<file path="src/rtl/qsmc_pkg.sv">
package qsmc_pkg;

  // register byte offsets (low address bits only are decoded)
  localparam int ADDR_W = 12;
  localparam logic [11:0] MODE_OFS = 12'h400;
  localparam logic [11:0] DELAY_OFS = 12'h404;
  localparam logic [11:0] WRAP_OFS = 12'h408;
  localparam logic [11:0] FLAG_OFS = 12'h40c;
  localparam logic [11:0] RAMADDR_OFS = 12'h410;
  localparam logic [11:0] RAMDATA_OFS = 12'h414;

  localparam logic [15:0] MODE_RST = 16'h0000;
  localparam logic [15:0] DELAY_RST = 16'h0000;
  localparam logic [15:0] WRAP_RST = 16'h0000;

  // event flag register bit positions
  localparam int FINISHED_BIT = 0;
  localparam int ABORTED_BIT = 2;
  localparam int LOCKOUT_BIT = 12;

  // indirect ram map: transmit, receive, command sections
  localparam logic [5:0] TX_BASE = 6'h00;
  localparam logic [5:0] RX_BASE = 6'h10;
  localparam logic [5:0] CMD_BASE = 6'h20;
  localparam logic [5:0] RAM_TOP = 6'h30;

  // timing in system clocks, and word lengths in bits
  localparam logic [13:0] STD_POST_CYCLES = 14'h0011;
  localparam int POST_UNIT_SHIFT = 5;
  localparam int POST_ZERO_CYCLES = 8192;
  localparam logic [4:0] DEFAULT_BITS = 5'h08;
  localparam logic [4:0] FULL_BITS = 5'h10;

  typedef struct packed {
    logic masterSelect;
    logic outputFloatBetweenWords;
    logic [3:0] wordLength;
    logic clockPolarity;
    logic clockPhase;
    logic [7:0] clockDivider;
  } qsmc_mode_t;

  typedef struct packed {
    logic runEnable;
    logic [6:0] selectToClockDelay;
    logic [7:0] postTransferDelay;
  } qsmc_delay_t;

  typedef struct packed {
    logic halt;
    logic wrapEnable;
    logic wrapTarget;
    logic selectIdleLevel;
    logic [3:0] endPointer;
    logic [3:0] completedPointer;
    logic [3:0] startPointer;
  } qsmc_wrap_t;

  typedef struct packed {
    logic keepSelect;
    logic lengthEnable;
    logic postDelayEnable;
    logic selectDelayEnable;
    logic [3:0] selects;
  } qsmc_cmd_t;

  typedef enum logic [1:0] {
    ST_IDLE = 2'b00,
    ST_SELDLY = 2'b01,
    ST_SHIFT = 2'b11,
    ST_POST = 2'b10
  } qsmc_state_t;

endpackage : qsmc_pkg

</file>
<file path="src/rtl/qsmc_core.sv">
// Design decision made here: the AHB-Lite slave port.
`timescale 1ns/1ps
`default_nettype none
module qsmc_core
  import qsmc_pkg::*;
#(
  parameter int POST_ZERO = POST_ZERO_CYCLES
)
(
  input wire logic clock,
  input wire logic srst,
  input wire logic hsel,
  input wire logic [31:0] haddr,
  input wire logic [1:0] htrans,
  input wire logic hwrite,
  input wire logic [2:0] hsize,
  input wire logic [31:0] hwdata,
  input wire logic hready,
  output logic [31:0] hrdata,
  output logic hreadyout,
  output logic hresp,
  output logic serialClock,
  output logic serialOut,
  output logic serialOutEn_n,
  input wire logic serialIn,
  output logic [3:0] chipSelect
);

  localparam logic [13:0] POST_ZERO_W = 14'(POST_ZERO);

  qsmc_mode_t mode_r;
  qsmc_delay_t delay_r;
  qsmc_wrap_t wrap_r;
  logic finished_r;
  logic aborted_r;
  logic lockout_r;
  logic [5:0] ramAddr_r;
  logic [15:0] txRam [16];
  logic [15:0] rxRam [16];
  qsmc_cmd_t cmdRam [16];

  logic pend_r;
  logic pendWrite_r;
  logic [11:0] pendAddr_r;
  logic [31:0] hrdata_r;
  logic hreadyout_r;
  logic hresp_r;

  qsmc_state_t state_r;
  logic [3:0] workPtr_r;
  qsmc_cmd_t cmd_r;
  logic [4:0] bits_r;
  logic [4:0] edgeCnt_r;
  logic [7:0] halfCnt_r;
  logic [13:0] delayCnt_r;
  logic [15:0] txShift_r;
  logic [15:0] rxShift_r;
  logic atEnd_r;
  logic haltStop_r;
  logic parked_r;
  logic newStart_r;
  logic sck_r;
  logic dout_r;
  logic doutEn_n_r;
  logic [3:0] cs_r;
  logic inMeta_r;
  logic inSync_r;

  logic wrap_enable;
  logic rdEn;
  logic wrMode;
  logic wrDelay;
  logic wrWrap;
  logic wrFlag;
  logic winAccess;
  logic abortNow;
  logic finishNow;
  logic startNow;
  logic lastEdge;
  logic sampleEdge;
  logic shiftOut;
  logic [3:0] nextPtr;
  logic [3:0] loadPtr;

  function automatic logic [4:0] wordBits(qsmc_mode_t m, qsmc_cmd_t c);
    logic [4:0] n;
    n = DEFAULT_BITS;
    if (c.lengthEnable)
    begin
      if (m.wordLength == 4'h0)
        n = FULL_BITS;
      else if (m.wordLength[3])
        n = {1'b0, m.wordLength};
    end
    return n;
  endfunction : wordBits

  function automatic logic [31:0] regRead(logic [11:0] a);
    logic [31:0] v;
    v = 32'h0000_0000;
    case (a)
      MODE_OFS: v = {16'h0000, mode_r};
      DELAY_OFS: v = {16'h0000, delay_r};
      WRAP_OFS: v = {16'h0000, wrap_r};
      FLAG_OFS:
      begin
        v[FINISHED_BIT] = finished_r;
        v[ABORTED_BIT] = aborted_r;
        v[LOCKOUT_BIT] = lockout_r;
      end
      RAMADDR_OFS: v = {26'h0000000, ramAddr_r};
      RAMDATA_OFS:
      begin
        // command section is write-only and reads as zero
        if (ramAddr_r < RX_BASE)
          v = {16'h0000, txRam[ramAddr_r[3:0]]};
        else if (ramAddr_r < CMD_BASE)
          v = {16'h0000, rxRam[ramAddr_r[3:0]]};
      end
      default: v = 32'h0000_0000;
    endcase
    return v;
  endfunction : regRead

  // bus strobes: the data phase is the cycle after the address phase
  assign wrap_enable = pend_r && pendWrite_r;
  assign rdEn = pend_r && !pendWrite_r;
  assign wrMode = wrap_enable && (pendAddr_r == MODE_OFS);
  assign wrDelay = wrap_enable && (pendAddr_r == DELAY_OFS);
  assign wrWrap = wrap_enable && (pendAddr_r == WRAP_OFS);
  assign wrFlag = wrap_enable && (pendAddr_r == FLAG_OFS);
  assign winAccess = pend_r && (pendAddr_r == RAMDATA_OFS);

  assign abortNow = wrDelay && !hwdata[15] && delay_r.runEnable &&
    (state_r != ST_IDLE) && !lockout_r;
  assign finishNow = (state_r == ST_POST) && (delayCnt_r == 14'h0000) &&
    (atEnd_r || haltStop_r);
  assign startNow = (state_r == ST_IDLE) && delay_r.runEnable &&
    (mode_r.clockDivider != 8'h00) && !(parked_r && wrap_r.halt);
  assign lastEdge = (halfCnt_r == 8'h00) &&
    (edgeCnt_r == 5'(({1'b0, bits_r} << 1) - 6'h01));
  assign sampleEdge = mode_r.clockPhase ? edgeCnt_r[0] : !edgeCnt_r[0];
  assign shiftOut = (state_r == ST_SHIFT) && (mode_r.clockDivider != 8'h00) &&
    (halfCnt_r == 8'h00) && !sampleEdge && (edgeCnt_r != 5'h00);
  assign loadPtr = (parked_r ? nextPtr : wrap_r.startPointer);

  always_comb
  begin
    nextPtr = workPtr_r + 4'h1;
    if (newStart_r)
      nextPtr = wrap_r.startPointer;
    else if (workPtr_r == wrap_r.endPointer)
      nextPtr = wrap_r.wrapTarget ? wrap_r.startPointer : 4'h0;
  end

  // ahb-lite slave: one wait state, so read data comes from a flop
  always_ff @(posedge clock)
  begin
    if (srst)
    begin
      pend_r <= 1'b0;
      pendWrite_r <= 1'b0;
      pendAddr_r <= 12'h000;
      hreadyout_r <= 1'b1;
      hrdata_r <= 32'h0000_0000;
      hresp_r <= 1'b0;
    end
    else if (pend_r)
    begin
      pend_r <= 1'b0;
      hreadyout_r <= 1'b1;
      if (rdEn)
        hrdata_r <= regRead(pendAddr_r);
    end
    else if (hsel && htrans[1] && hready)
    begin
      pend_r <= 1'b1;
      pendWrite_r <= hwrite;
      pendAddr_r <= haddr[ADDR_W-1:0];
      hreadyout_r <= 1'b0;
    end
  end

  always_ff @(posedge clock)
  begin
    if (srst)
      mode_r <= qsmc_mode_t'(MODE_RST);
    else if (wrMode)
      mode_r <= qsmc_mode_t'(hwdata[15:0]);
  end

  always_ff @(posedge clock)
  begin
    if (srst)
      delay_r <= qsmc_delay_t'(DELAY_RST);
    else
    begin
      if (wrDelay)
      begin
        delay_r.selectToClockDelay <= hwdata[14:8];
        delay_r.postTransferDelay <= hwdata[7:0];
        if (hwdata[15] || !lockout_r || state_r == ST_IDLE)
          delay_r.runEnable <= hwdata[15];
      end
      if (finishNow && atEnd_r && !wrap_r.wrapEnable)
        delay_r.runEnable <= 1'b0;
    end
  end

  always_ff @(posedge clock)
  begin
    if (srst)
      wrap_r <= qsmc_wrap_t'(WRAP_RST);
    else
    begin
      if (wrWrap)
      begin
        wrap_r.halt <= hwdata[15];
        wrap_r.wrapEnable <= hwdata[14];
        wrap_r.wrapTarget <= hwdata[13];
        wrap_r.selectIdleLevel <= hwdata[12];
        wrap_r.endPointer <= hwdata[11:8];
        wrap_r.startPointer <= hwdata[3:0];
      end
      if (state_r == ST_POST)
        wrap_r.completedPointer <= workPtr_r;
    end
  end

  // sticky flags: a hardware set in the clearing cycle wins
  always_ff @(posedge clock)
  begin
    if (srst)
    begin
      finished_r <= 1'b0;
      aborted_r <= 1'b0;
      lockout_r <= 1'b0;
    end
    else
    begin
      if (wrFlag)
        lockout_r <= hwdata[LOCKOUT_BIT];
      if (finishNow || (state_r == ST_POST && delayCnt_r == 14'h0000 &&
          workPtr_r == wrap_r.endPointer))
        finished_r <= 1'b1;
      else if (wrFlag && hwdata[FINISHED_BIT])
        finished_r <= 1'b0;
      if (abortNow)
        aborted_r <= 1'b1;
      else if (wrFlag && hwdata[ABORTED_BIT])
        aborted_r <= 1'b0;
    end
  end

  // indirect ram window; pointer steps on every window access
  always_ff @(posedge clock)
  begin
    if (srst)
      ramAddr_r <= TX_BASE;
    else if (wrap_enable && pendAddr_r == RAMADDR_OFS)
      ramAddr_r <= hwdata[5:0];
    else if (winAccess)
      ramAddr_r <= ramAddr_r + 6'h01;
  end

  always_ff @(posedge clock)
  begin
    if (wrap_enable && winAccess)
    begin
      if (ramAddr_r < RX_BASE)
        txRam[ramAddr_r[3:0]] <= hwdata[15:0];
      else if (ramAddr_r >= CMD_BASE && ramAddr_r < RAM_TOP)
        cmdRam[ramAddr_r[3:0]] <= qsmc_cmd_t'(hwdata[15:8]);
    end
  end

  always_ff @(posedge clock)
  begin
    if (state_r == ST_POST)
      rxRam[workPtr_r] <= rxShift_r;
  end

  // serial input comes from a pin: two flops before use
  always_ff @(posedge clock)
  begin
    if (srst)
    begin
      inMeta_r <= 1'b0;
      inSync_r <= 1'b0;
    end
    else
    begin
      inMeta_r <= serialIn;
      inSync_r <= inMeta_r;
    end
  end

  // queue engine
  always_ff @(posedge clock)
  begin
    if (srst)
    begin
      state_r <= ST_IDLE;
      workPtr_r <= 4'h0;
      cmd_r <= qsmc_cmd_t'(8'h00);
      bits_r <= DEFAULT_BITS;
      edgeCnt_r <= 5'h00;
      halfCnt_r <= 8'h00;
      delayCnt_r <= 14'h0000;
      txShift_r <= 16'h0000;
      rxShift_r <= 16'h0000;
      atEnd_r <= 1'b0;
      haltStop_r <= 1'b0;
      parked_r <= 1'b0;
      newStart_r <= 1'b0;
    end
    else if (abortNow)
    begin
      state_r <= ST_IDLE;
      parked_r <= 1'b0;
      newStart_r <= 1'b0;
    end
    else
    begin
      if (wrWrap && state_r != ST_IDLE)
        newStart_r <= 1'b1;
      if (!delay_r.runEnable)
        parked_r <= 1'b0;
      case (state_r)
        ST_IDLE:
        begin
          if (startNow)
          begin
            workPtr_r <= loadPtr;
            parked_r <= 1'b0;
            newStart_r <= 1'b0;
            state_r <= ST_SELDLY;
          end
        end
        ST_SELDLY:
        begin
          if (delayCnt_r == 14'h0000)
          begin
            state_r <= ST_SHIFT;
            // select delay already spent: first edge comes next cycle
            halfCnt_r <= 8'h00;
            edgeCnt_r <= 5'h00;
          end
          else
            delayCnt_r <= delayCnt_r - 14'h0001;
        end
        ST_SHIFT:
        begin
          if (mode_r.clockDivider == 8'h00)
            halfCnt_r <= halfCnt_r;
          else if (halfCnt_r != 8'h00)
            halfCnt_r <= halfCnt_r - 8'h01;
          else
          begin
            halfCnt_r <= mode_r.clockDivider - 8'h01;
            edgeCnt_r <= edgeCnt_r + 5'h01;
            if (sampleEdge)
              rxShift_r <= {rxShift_r[14:0], inSync_r};
            else if (edgeCnt_r != 5'h00)
              txShift_r <= {txShift_r[14:0], 1'b0};
            if (lastEdge)
            begin
              state_r <= ST_POST;
              atEnd_r <= (workPtr_r == wrap_r.endPointer) &&
                !wrap_r.wrapEnable;
              haltStop_r <= wrap_r.halt;
              if (!cmd_r.postDelayEnable)
                delayCnt_r <= STD_POST_CYCLES - 14'h0001;
              else if (delay_r.postTransferDelay == 8'h00)
                delayCnt_r <= POST_ZERO_W - 14'h0001;
              else
                delayCnt_r <= 14'({6'h00, delay_r.postTransferDelay} <<
                  POST_UNIT_SHIFT) - 14'h0001;
            end
          end
        end
        ST_POST:
        begin
          if (delayCnt_r != 14'h0000)
            delayCnt_r <= delayCnt_r - 14'h0001;
          else if (atEnd_r || haltStop_r)
          begin
            state_r <= ST_IDLE;
            parked_r <= haltStop_r && !atEnd_r;
            workPtr_r <= workPtr_r;
          end
          else
          begin
            workPtr_r <= nextPtr;
            newStart_r <= 1'b0;
            state_r <= ST_SELDLY;
          end
        end
        default: state_r <= ST_IDLE;
      endcase
      // fetch the command and word as the select delay begins
      if ((state_r == ST_IDLE && startNow) ||
          (state_r == ST_POST && delayCnt_r == 14'h0000 &&
           !atEnd_r && !haltStop_r))
      begin
        cmd_r <= cmdRam[startNow ? loadPtr : nextPtr];
        bits_r <= wordBits(mode_r, cmdRam[startNow ? loadPtr : nextPtr]);
        txShift_r <= txRam[startNow ? loadPtr : nextPtr] <<
          (FULL_BITS - wordBits(mode_r,
            cmdRam[startNow ? loadPtr : nextPtr]));
        rxShift_r <= 16'h0000;
        if (cmdRam[startNow ? loadPtr : nextPtr].selectDelayEnable &&
            delay_r.selectToClockDelay != 7'h00)
          delayCnt_r <= {7'h00, delay_r.selectToClockDelay} -
            14'h0001;
        else
          delayCnt_r <= {6'h00, mode_r.clockDivider} - 14'h0001;
      end
    end
  end

  // pin drivers, all registered
  always_ff @(posedge clock)
  begin
    if (srst)
    begin
      sck_r <= 1'b0;
      dout_r <= 1'b0;
      doutEn_n_r <= 1'b0;
      cs_r <= 4'h0;
    end
    else
    begin
      if (state_r == ST_SHIFT && halfCnt_r == 8'h00 &&
          mode_r.clockDivider != 8'h00)
        sck_r <= !sck_r;
      else if (state_r != ST_SHIFT)
        sck_r <= mode_r.clockPolarity;
      // take the shifted bit so data moves with the clock edge
      dout_r <= shiftOut ? txShift_r[14] : txShift_r[15];
      doutEn_n_r <= mode_r.outputFloatBetweenWords &&
        (state_r != ST_SHIFT);
      if (state_r == ST_SELDLY || state_r == ST_SHIFT ||
          (state_r == ST_POST && cmd_r.keepSelect &&
           !atEnd_r && !haltStop_r))
        cs_r <= cmd_r.selects;
      else
        cs_r <= {4{wrap_r.selectIdleLevel}};
    end
  end

  assign hrdata = hrdata_r;
  assign hreadyout = hreadyout_r;
  assign hresp = hresp_r;
  assign serialClock = sck_r;
  assign serialOut = dout_r;
  assign serialOutEn_n = doutEn_n_r;
  assign chipSelect = cs_r;

endmodule : qsmc_core
`default_nettype wire

</file>
<file path="config.mk">
export PLATFORM = sky130hd
export DESIGN_NAME = qsmc_core
export DESIGN_NICKNAME = d
export VERILOG_FILES = /design/src/rtl/qsmc_pkg.sv /design/src/rtl/qsmc_core.sv
export SDC_FILE = /design/constraint.sdc
export NUM_CORES = 1
export LEC_CHECK = 0
export BUFFER_PORTS_ARGS = -buffer_cell sky130_fd_sc_hd__buf_2
export CORE_ASPECT_RATIO = 0.5
export CORE_MARGIN = 4
export CORE_UTILIZATION = 30
export CTS_BUF_LIST = sky130_fd_sc_hd__clkbuf_4
export CTS_CLUSTER_DIAMETER = 40
export DETAILED_ROUTE_END_ITERATION = 8
export MAX_ROUTING_LAYER = met4
export SLEW_MARGIN = 25
export SYNTH_ARGS = -nofsm -noshare
export SYNTH_HDL_FRONTEND = slang
export SYNTH_SLANG_ARGS = --single-unit
export TNS_END_PERCENT = 100
</file>
<file path="constraint.sdc">
create_clock -name clock -period 10.1 [get_ports clock]
set_input_delay 2.525 -clock clock [delete_from_list [all_inputs] [get_ports clock]]
set_output_delay 2.525 -clock clock [all_outputs]
set_load 0.01 [all_outputs]
</file>
==> Yosys cells after proc, flatten, opt, wreduce, memory -nomap -nowiden <==
Memory sizes are Yosys's and may differ from the RTL's. A register that Yosys moved wholly into a read port is not among the register bits.
Cells that the tools add are included.
{ "classes": {"n_addsub": 11, "n_lt_le_gt_ge": 4, "n_eq_ne": 27, "n_shift": 1, "mux": 95, "n_bitwise": 4, "reduce_logical": 99} }
{ "ops": {"columns": ["op", "count"], "rows": [
  ["2-to-1 mux 16 bit", 12],
  ["2-to-1 mux 14 bit", 9],
  ["case mux 19 bit (4 select lines)", 1],
  ["== test 12 x 11 -> 1 bit (second input constant)", 6],
  ["2-to-1 mux 4 bit", 13],
  ["logical AND 1 bit", 45],
  ["case mux 9 bit (5 select lines)", 1],
  ["case mux 14 bit (3 select lines)", 1],
  ["2-to-1 mux 5 bit", 8],
  ["2-to-1 mux 32 bit", 1],
  ["2-to-1 mux 1 bit", 27],
  ["zero test 8 bit", 3],
  ["2-to-1 mux 8 bit", 3],
  ["AND reduction 5 bit", 4],
  ["nonzero test 2 bit", 10],
  ["inequality test 2 bit (second input constant)", 8],
  ["case mux 8 bit (2 select lines)", 1],
  ["nonzero test 8 bit", 2],
  ["left shift 16 x 5 -> 16 bit", 1],
  ["subtractor 8 x 1 -> 8 bit (second input constant)", 2],
  ["zero test 14 bit", 1],
  ["nonzero test 14 bit", 1],
  ["subtractor 13 x 1 -> 14 bit (second input constant)", 1],
  ["subtractor 14 x 1 -> 14 bit (second input constant)", 1],
  ["39 further kinds", 79]
]} }
{ "totals": {"register_bits": 192, "mem_bits_rw": 640, "out_inout_bits": 41, "elab_cells": 290, "mem_count": 3} }
{ "memory_table": {"columns": ["name", "depth", "word_bits", "read_ports", "rd_ports_with_merged_regs", "wr", "line", "source"], "rows": [
  ["rxRam", 16, 16, 1, 1, 1, "qsmc_core.sv:39", "logic [15:0] rxRam [16];"],
  ["txRam", 16, 16, 2, 1, 1, "qsmc_core.sv:38", "logic [15:0] txRam [16];"],
  ["cmdRam", 16, 8, 1, 0, 1, "qsmc_core.sv:40", "qsmc_cmd_t cmdRam [16];"]
]} }

==> Depth between registers and ports, before layout <==
Gate-level depths: netlist (run 1).
An unclocked memory read counts as a cell.
{ "depth": {"word_depth": 13, "mapped_depth": 22, "ltp_nobuf": 18} }

==> Least setup slack after synthesis (run 1) <==
No wires, ideal clock.
{ "synth_path": {"kind": "register -> register", "startpoint": "register mode_r[4] (netlist name)", "endpoint": "register txShift_r[3]", "setup_ns": 0.091, "arrival_ns": 5.274, "required_time_ns": 10.009, "path_slack_ns": 4.735, "stages_incl_launch_ff": 20, "n_path_buf": 6, "period_less_slack_ns": 5.365, "path_cell_list": "dfxtp_1 -> buf_6 -> or4_4 -> o311a_1 -> a211o_4 -> buf_6 -> a21o_1 -> o311a_1 -> or4_1 -> buf_2 -> nor2_4 -> inv_4 -> buf_2 -> ha_1 -> clkbuf_1 -> clkinv_1 -> clkbuf_1 -> a21o_1 -> or3_1 -> a311oi_1"} }
{ "synth_via": {"elab_chain_cells": 12, "word_cells_on_any_way": 22} }
{ "synth_rtl": {"columns": ["item", "line", "source"], "rows": [
  ["from (decl)", "qsmc_core.sv:31", "qsmc_mode_t mode_r;"],
  ["from (signal assigned)", "qsmc_core.sv:187", "mode_r <= qsmc_mode_t'(MODE_RST);"],
  ["from (signal assigned)", "qsmc_core.sv:189", "mode_r <= qsmc_mode_t'(hwdata[15:0]);"],
  ["nonzero test 8 bit", "qsmc_core.sv:139", "(mode_r.clockDivider != 8'h00) && !(parked_r && wrap_r.halt);"],
  ["logical AND 1 bit", "qsmc_core.sv:138", "assign startNow = (state_r == ST_IDLE) && delay_r.runEnable &&"],
  ["logical AND 1 bit", "qsmc_core.sv:139", null],
  ["2-to-1 mux 4 bit", "qsmc_core.sv:408, qsmc_core.sv:410", null],
  ["memory read (16 x 8 bit)", null, null],
  ["2-to-1 mux 5 bit", null, null],
  ["2-to-1 mux 5 bit", "qsmc_core.sv:402", "if ((state_r == ST_IDLE && startNow) ||"],
  ["2-to-1 mux 5 bit", "qsmc_core.sv:317", "else if (abortNow)"],
  ["2-to-1 mux 5 bit", "qsmc_core.sv:301", "if (srst)"],
  ["subtractor 5 bit", "qsmc_core.sv:409", "(FULL_BITS - wordBits(mode_r,"],
  ["left shift 16 x 5 -> 16 bit", "qsmc_core.sv:408", "txShift_r <= txRam[startNow ? loadPtr : nextPtr] <<"],
  ["2-to-1 mux 16 bit", "qsmc_core.sv:402", null],
  ["to (signal assigned)", "qsmc_core.sv:365", "txShift_r <= {txShift_r[14:0], 1'b0};"],
  ["to (signal assigned)", "qsmc_core.sv:408", null],
  ["to (decl)", "qsmc_core.sv:56", "logic [15:0] txShift_r;"]
]} }
Parallel ways exist; a longest one is shown, timed or not. The select of a mux whose other input is x is not followed.
A chain may end at the register's enable or synchronous reset.

==> Worst setup path in the final report (run 1) <==
{ "layout_path": {"startpoint": "register mode_r[3] (netlist name)", "endpoint": "register txShift_r[13]"} }
Same word-level chain as after synthesis.

==> results of run 1 <==
final timing paths:
kind                            slack (ns)  cells past startpoint             to  startpoint
worst min-delay path                  0.44                      1       inSync_r    inMeta_r
worst min register to register        0.44                      1       inSync_r    inMeta_r
worst max register to register        3.16                     16  txShift_r[13]   mode_r[3]
worst max-delay path                  3.16                     16  txShift_r[13]   mode_r[3]
kinds of logic after synthesis:
family / share of synthesized area, %
compound gates: 8.27
xor+xnor: 1.10
fa+ha+maj: 0.643
buf+inv: 2.74
flops: 62.4
mux: 12.8
other cells: 0.0102
simple gates: 12.1
worst register-to-register path: cells and delay by family, from the launching register on:
kind	cells	cell delay [ns]
mux	3	0.94
flops	1	0.44
fa+ha+maj	1	0.52
simple gates	3	1.62
buf+inv	3	1.13
compound gates	6	2.28
synth_stat cells, types with 31 or more instances:
library cell  number
nor3_1            33
a21oi_1          174
nand3_1          124
a311oi_1          31
buf_1             39
clkbuf_1         141
nand2_1          540
a211oi_1          37
inv_1             32
edfxtp_1         640
mux2i_1           79
mux4_2           169
dfxtp_1          180
o21ai_0           50
a22oi_1           32
nor2_1           177
metal layers:
layer	GRT usage, %	up-vias	wire [um]
li1	-	11148	-
met1	21.6	12548	43800
met2	24.5	1178	47200
met3	3.18	194	8650
met4	6.15	0	2960
met5	-	-	0
stage by stage:
| step | hold WS [ns] | utilization, % | setup slack (ns) |
|---|---|---|---|
| finish | 0.445 | 34.1 | 3.16 |
| CTS | 0.448 | 34.1 | 3.18 |
| detailed placement | 0.440 | 31.9 | 3.15 |
| floorplan | 0.414 | - | 4.73 |
| global route | 0.471 | 34.1 | 2.76 |
| global placement | 0.439 | 31.9 | 3.20 |
final cells by class:
type,instances,area [um^2]
antenna,8,20.0
tap,1610,2010
fill,11778,79600
timing repair buffer,105,662
inverter,34,130
sequential,820,22800
multi-input combinational,1817,13000
clock inverter,55,410
clock buffer,293,2200
power groups by stage:
stage / clock network, uW / registers [uW] / logic [uW]
2_1_floorplan: 0 / 3690 / 28.8
3_3_place_gp: 0 / 3690 / 67.8
4_1_cts: 2880 / 3610 / 70.1
5_1_grt: 3070 / 3610 / 75.7
6_report: 2820 / 3610 / 70.8
3_5_place_dp: 0 / 3690 / 69.9
==> results.py, run 1 <==
metrics = {
    "outcome": {
        "status": "complete, no violations",
    },
    "timing": {
        "finalSetupViolCount": 0,
        "rsz0062_at_grt": "false",
        "skew_ns": 0.107,
        "slew_violations": 0,
        "setup_tns_ns": 0,
        "hold_viol": 0,
        "relSlewSlack_pct": 28.2,
        "fin_crit_sh_pct": 68.7,
        "tightest_slew_ns": 1.08,
        "fin_crit_ns": 6.94,
        "max_freq_mhz": 144,
    },
    "route": {
        "drt-wirelength-per-cell_um": 21.6,
        "drcViolationCount": 0,
        "ant_nets": 0,
        "drt_wl_total_mm": 103,
        "via_per_inst": 5.29,
        "vias": 25068,
        "drtIter0Drc": 2785,
        "dr.pass1.iters": 5,
    },
    "synth": {
        "ys_warn_count": 0,
        "ys_async_sr_fraction_pct": 0,
        "yosysTopAreaCell": "edfxtp_1",
        "synthFlopType": "edfxtp_1",
        "synth_edf_count": 640,
        "netlist_top_cells_area": "edfxtp_1 (53%), mux4_2 (10%), dfxtp_1 (9.8%)",
        "ys_seq_area_share_pct": 62.4,
        "synth_cell_type_count": 77,
        "avgSynthCellArea_um2": 12.8,
        "synth_top_area_share_pct": 52.5,
        "syn_inst": 2863,
        "syn_area_um2": 36600,
        "ys_seq_elements": 820,
    },
    "worst_setup_path": {
        "path_max_fanout": 34,
        "crit_chain": "or4_4, o311a_1, a211o_4, a21oi_4, buf_4, mux2i_1, o2111a_1, or4_1, nor2_4, inv_4, ha_1, clkinv_1, mux4_2, mux2_2, o221ai_1, o211a_1",
        "cp.arrival_ns": 8.00,
        "critPathTopFamily": "compound AO/OA/AOI/OAI gates",
        "critPathLaunchType": "flip-flop",
        "cp_slowest_stage_delay_ns": 0.73,
        "worst_path_max_delay_cell": "or4_1",
        "critPathRequiredTime_ns": 11.16,
        "worstSetupPathType": "reg2reg",
        "critical_path_buf_inv_count": 3,
        "setup.worst_path.end_class": "flip-flop",
    },
    "global_routing": {
        "gr-total-overflow": 0,
        "grt_pass1_vias": 24238,
        "grt_max_degree": 92,
        "grt_pass1_wl_mm": 152,
        "grt_usage_pct": 16.2,
        "antenna_found_initial": 7,
    },
    "clock_tree": {
        "clockBufferDepth": 3,
        "hold_buffers": 0,
        "clk_pin_slew_ns": 0.07,
        "insertion_delay_ns": 1.17,
        "cts-buffers-inserted": 196,
        "cts_sinks": 820,
        "post_cts_buffers": 0,
        "htree_num_levels": 4,
        "cts_tree": "yes",
        "root_buffer": "clkbuf_4",
        "cts_resized": 0,
    },
    "power": {
        "pwr-share-seq_pct": 55.6,
        "power.internal_uw": 5050,
        "p_leak_uw": 0.0130,
        "comb_power_share_pct": 1.1,
        "power_uw": 6500,
        "p_sw_uw": 1460,
        "p_sw_share_pct": 22.4,
        "clkPwrFrac_pct": 43.3,
        "powerDensity_nw_per_um2": 158,
        "worst_ir_drop_vdd_mv": 0.104,
    },
    "die": {
        "pin_count": 116,
        "die_h_um": 255,
        "core_area_um2": 121000,
        "die_x_um": 502,
        "rows": 90,
        "die_area_um2": 128000,
        "initial_core_util_pct": 30.3,
    },
    "place": {
        "placed_cell_area_um2": 38600,
        "port_buffers": 58,
        "gp_congestion": 0.877,
        "dp.cells": 4386,
        "dpl.hpwl_mm": 61.9,
    },
    "worst_hold_path": {
        "holdCritPathClass": "reg2reg",
    },
    "layout": {
        "final_common_cell": "edfxtp_1",
        "final_cells": 4742,
        "area_growth_pct": 12.7,
        "final_cell_mix": "edfxtp_1 (640), nand2_1 (539), clkbuf_4 (293), dfxtp_1 (176), a21oi_1 (174)",
        "drive_above_1_share_pct": 21.1,
        "nets": 3067,
        "final_cell_area_um2": 41200,
    },
    "flow_run": {
        "cap_viol_max_count": 0,
    },
}
Power figures use the tool's default switching activity.
==> run 2: changes to the inputs <==
==> constraint.sdc (replaced) <==
create_clock -name clock -period 6.1 [get_ports clock]
set_input_delay 1.525 -clock clock [delete_from_list [all_inputs] [get_ports clock]]
set_output_delay 1.525 -clock clock [all_outputs]
set_load 0.01 [all_outputs]
==> results.py, run 2 (synthesis results as in run 1) <==
metrics = {
    "worst_setup_path": {
        "rr_endpoint": "txShift_r[13]",
        "critPathLaunchType": "flip-flop",
        "rrSetupSlack_ns": 0.40,
        "setup.worst_path.end_class": "flip-flop",
        "cp_slowest_stage_delay_ns": 0.62,
        "cp.arrival_ns": 6.77,
        "worst_path_max_delay_cell": "or4_1",
        "timing.rr.start": "mode_r[5]",
        "reg2reg_depth": 17,
        "crit_chain": "or4_4, o311a_1, nor3_1, buf_4, a21o_4, buf_4, o211ai_1, o311a_1, or4_1, nor2_4, inv_4, ha_1, clkinv_1, mux4_2, mux2_2, o221ai_1, o211a_1",
        "worstSetupPathType": "reg2reg",
        "path_max_fanout": 33,
        "critPathRequiredTime_ns": 7.17,
    },
    "power": {
        "power_uw": 10800,
        "p_sw_share_pct": 22.5,
        "worst_ir_drop_vdd_mv": 0.181,
        "comb_power_share_pct": 1.1,
        "powerDensity_nw_per_um2": 261,
        "p_leak_uw": 0.0132,
        "power.internal_uw": 8410,
        "pwr-share-seq_pct": 55.2,
        "p_sw_uw": 2440,
        "clkPwrFrac_pct": 43.7,
    },
    "route": {
        "drt_wl_total_mm": 102,
        "drt-wirelength-per-cell_um": 21.3,
        "dr.pass1.iters": 5,
        "drcViolationCount": 0,
        "drtIter0Drc": 2630,
        "via_per_inst": 5.24,
        "vias": 25041,
        "ant_nets": 0,
    },
    "layout": {
        "final_cell_mix": "edfxtp_1 (640), nand2_1 (539), clkbuf_4 (299), dfxtp_1 (176), a21oi_1 (174)",
        "drive_above_1_share_pct": 21.7,
        "final_cells": 4782,
        "nets": 3087,
        "final_common_cell": "edfxtp_1",
        "area_growth_pct": 13.7,
    },
    "flow_run": {
        "cap_viol_max_count": 0,
    },
    "timing": {
        "slew_violations": 0,
        "fin_crit_sh_pct": 93.4,
        "rsz0062_at_grt": "false",
        "relSlewSlack_pct": 33.4,
        "finalSetupViolCount": 0,
        "holdWs_ns": 0.450,
        "tightest_slew_ns": 0.999,
        "setup_slack_ns": 0.400,
        "setup_tns_ns": 0,
        "skew_ns": 0.0791,
        "fin_crit_ns": 5.70,
        "max_freq_mhz": 175,
        "hold_viol": 0,
    },
    "clock_tree": {
        "cts_sinks": 820,
        "cts_resized": 0,
        "clockBufferDepth": 3,
        "hold_buffers": 0,
        "cts_tree": "yes",
        "root_buffer": "clkbuf_4",
        "clk_pin_slew_ns": 0.07,
        "insertion_delay_ns": 1.18,
        "htree_num_levels": 4,
        "cts-buffers-inserted": 193,
        "post_cts_buffers": 0,
    },
    "place": {
        "dpl.hpwl_mm": 61.9,
        "dp_slack_ns": 0.404,
        "dp.cells": 4409,
        "port_buffers": 58,
        "gp_congestion": 0.860,
    },
    "die": {
        "rows": 90,
        "die_h_um": 255,
        "die_area_um2": 128000,
        "initial_core_util_pct": 30.3,
        "core_area_um2": 121000,
        "pin_count": 116,
        "die_x_um": 502,
    },
    "worst_hold_path": {
        "worstHoldEndpoint": "rxShift_r[0]",
        "hold_path_depth": 2,
        "holdCritPathClass": "reg2reg",
        "hold_start": "inSync_r",
    },
    "global_routing": {
        "gr-total-overflow": 0,
        "antenna_found_initial": 2,
        "grt_pass1_vias": 24358,
        "grt_max_degree": 157,
        "grt_usage_pct": 16.1,
        "grt_pass1_wl_mm": 152,
    },
    "outcome": {
        "status": "complete, no violations",
    },
}
[run 2: cell types whose count changed in the layout (fill, tap and decap cells not counted), sizes merged]
cell      before  now
buf          105  128
clkinv        46   53
clkbuf       293  299
diode          8   12
clkinvlp       2    0
inv           38   40
[run 2: power by group through the flow]
stage / Clock, uW / Sequential (uW) / Combinational [uW]
3_5_place_dp: 0 / 6110 / 119
5_1_grt: 5150 / 5980 / 127
3_3_place_gp: 0 / 6110 / 116
4_1_cts: 4860 / 5980 / 119
6_report: 4740 / 5980 / 119
2_1_floorplan: 0 / 6110 / 47.6
[run 2: worst max path at each step]
| stage | cells past startpoint | end | startpoint |
|---|---|---|---|
| after floorplan | 19 | txShift_r[3] | mode_r[4] |
| after global placement | 17 | txShift_r[13] | mode_r[5] |
| after detailed placement | 17 | txShift_r[13] | mode_r[5] |
| after CTS | 17 | txShift_r[13] | mode_r[5] |
| after global routing | 17 | txShift_r[13] | mode_r[5] |
| final | 17 | txShift_r[13] | mode_r[5] |
[run 2: area by class of cell]
class / count / area, um^2
tap: 1610 / 2010
inverter: 34 / 130
multi-input combinational: 1817 / 13000
clock buffer: 299 / 2240
timing repair buffer: 128 / 937
sequential: 820 / 22800
antenna: 12 / 30.0
fill: 11754 / 79200
clock inverter: 62 / 438
[run 2: critical path: cells and delay by family (launching register included)]
family	cells	cell delay, ns
AND/OR/NAND/NOR	4	1.62
AO/OA/AOI/OAI	6	1.47
buffers and inverters	4	1.05
multiplexers	2	0.75
flip-flops	1	0.40
adder cells (fa/ha/maj)	1	0.33
[run 2: stage by stage]
stage / utilization [%] / instance area, um^2
after floorplan: - / 36700
after global placement: 32.1 / 38800
after detailed placement: 32.2 / 38900
after CTS: 34.4 / 41600
after global routing: 34.4 / 41600
final: 34.4 / 41600
[run 2: routing by layer]
metal,vias up,track usage [%],share of wire (%)
met5,-,-,0
met4,0,5.41,2.5
met3,162,3.29,8.0
met2,1135,24.9,47
met1,12544,21.1,43
li1,11200,-,-
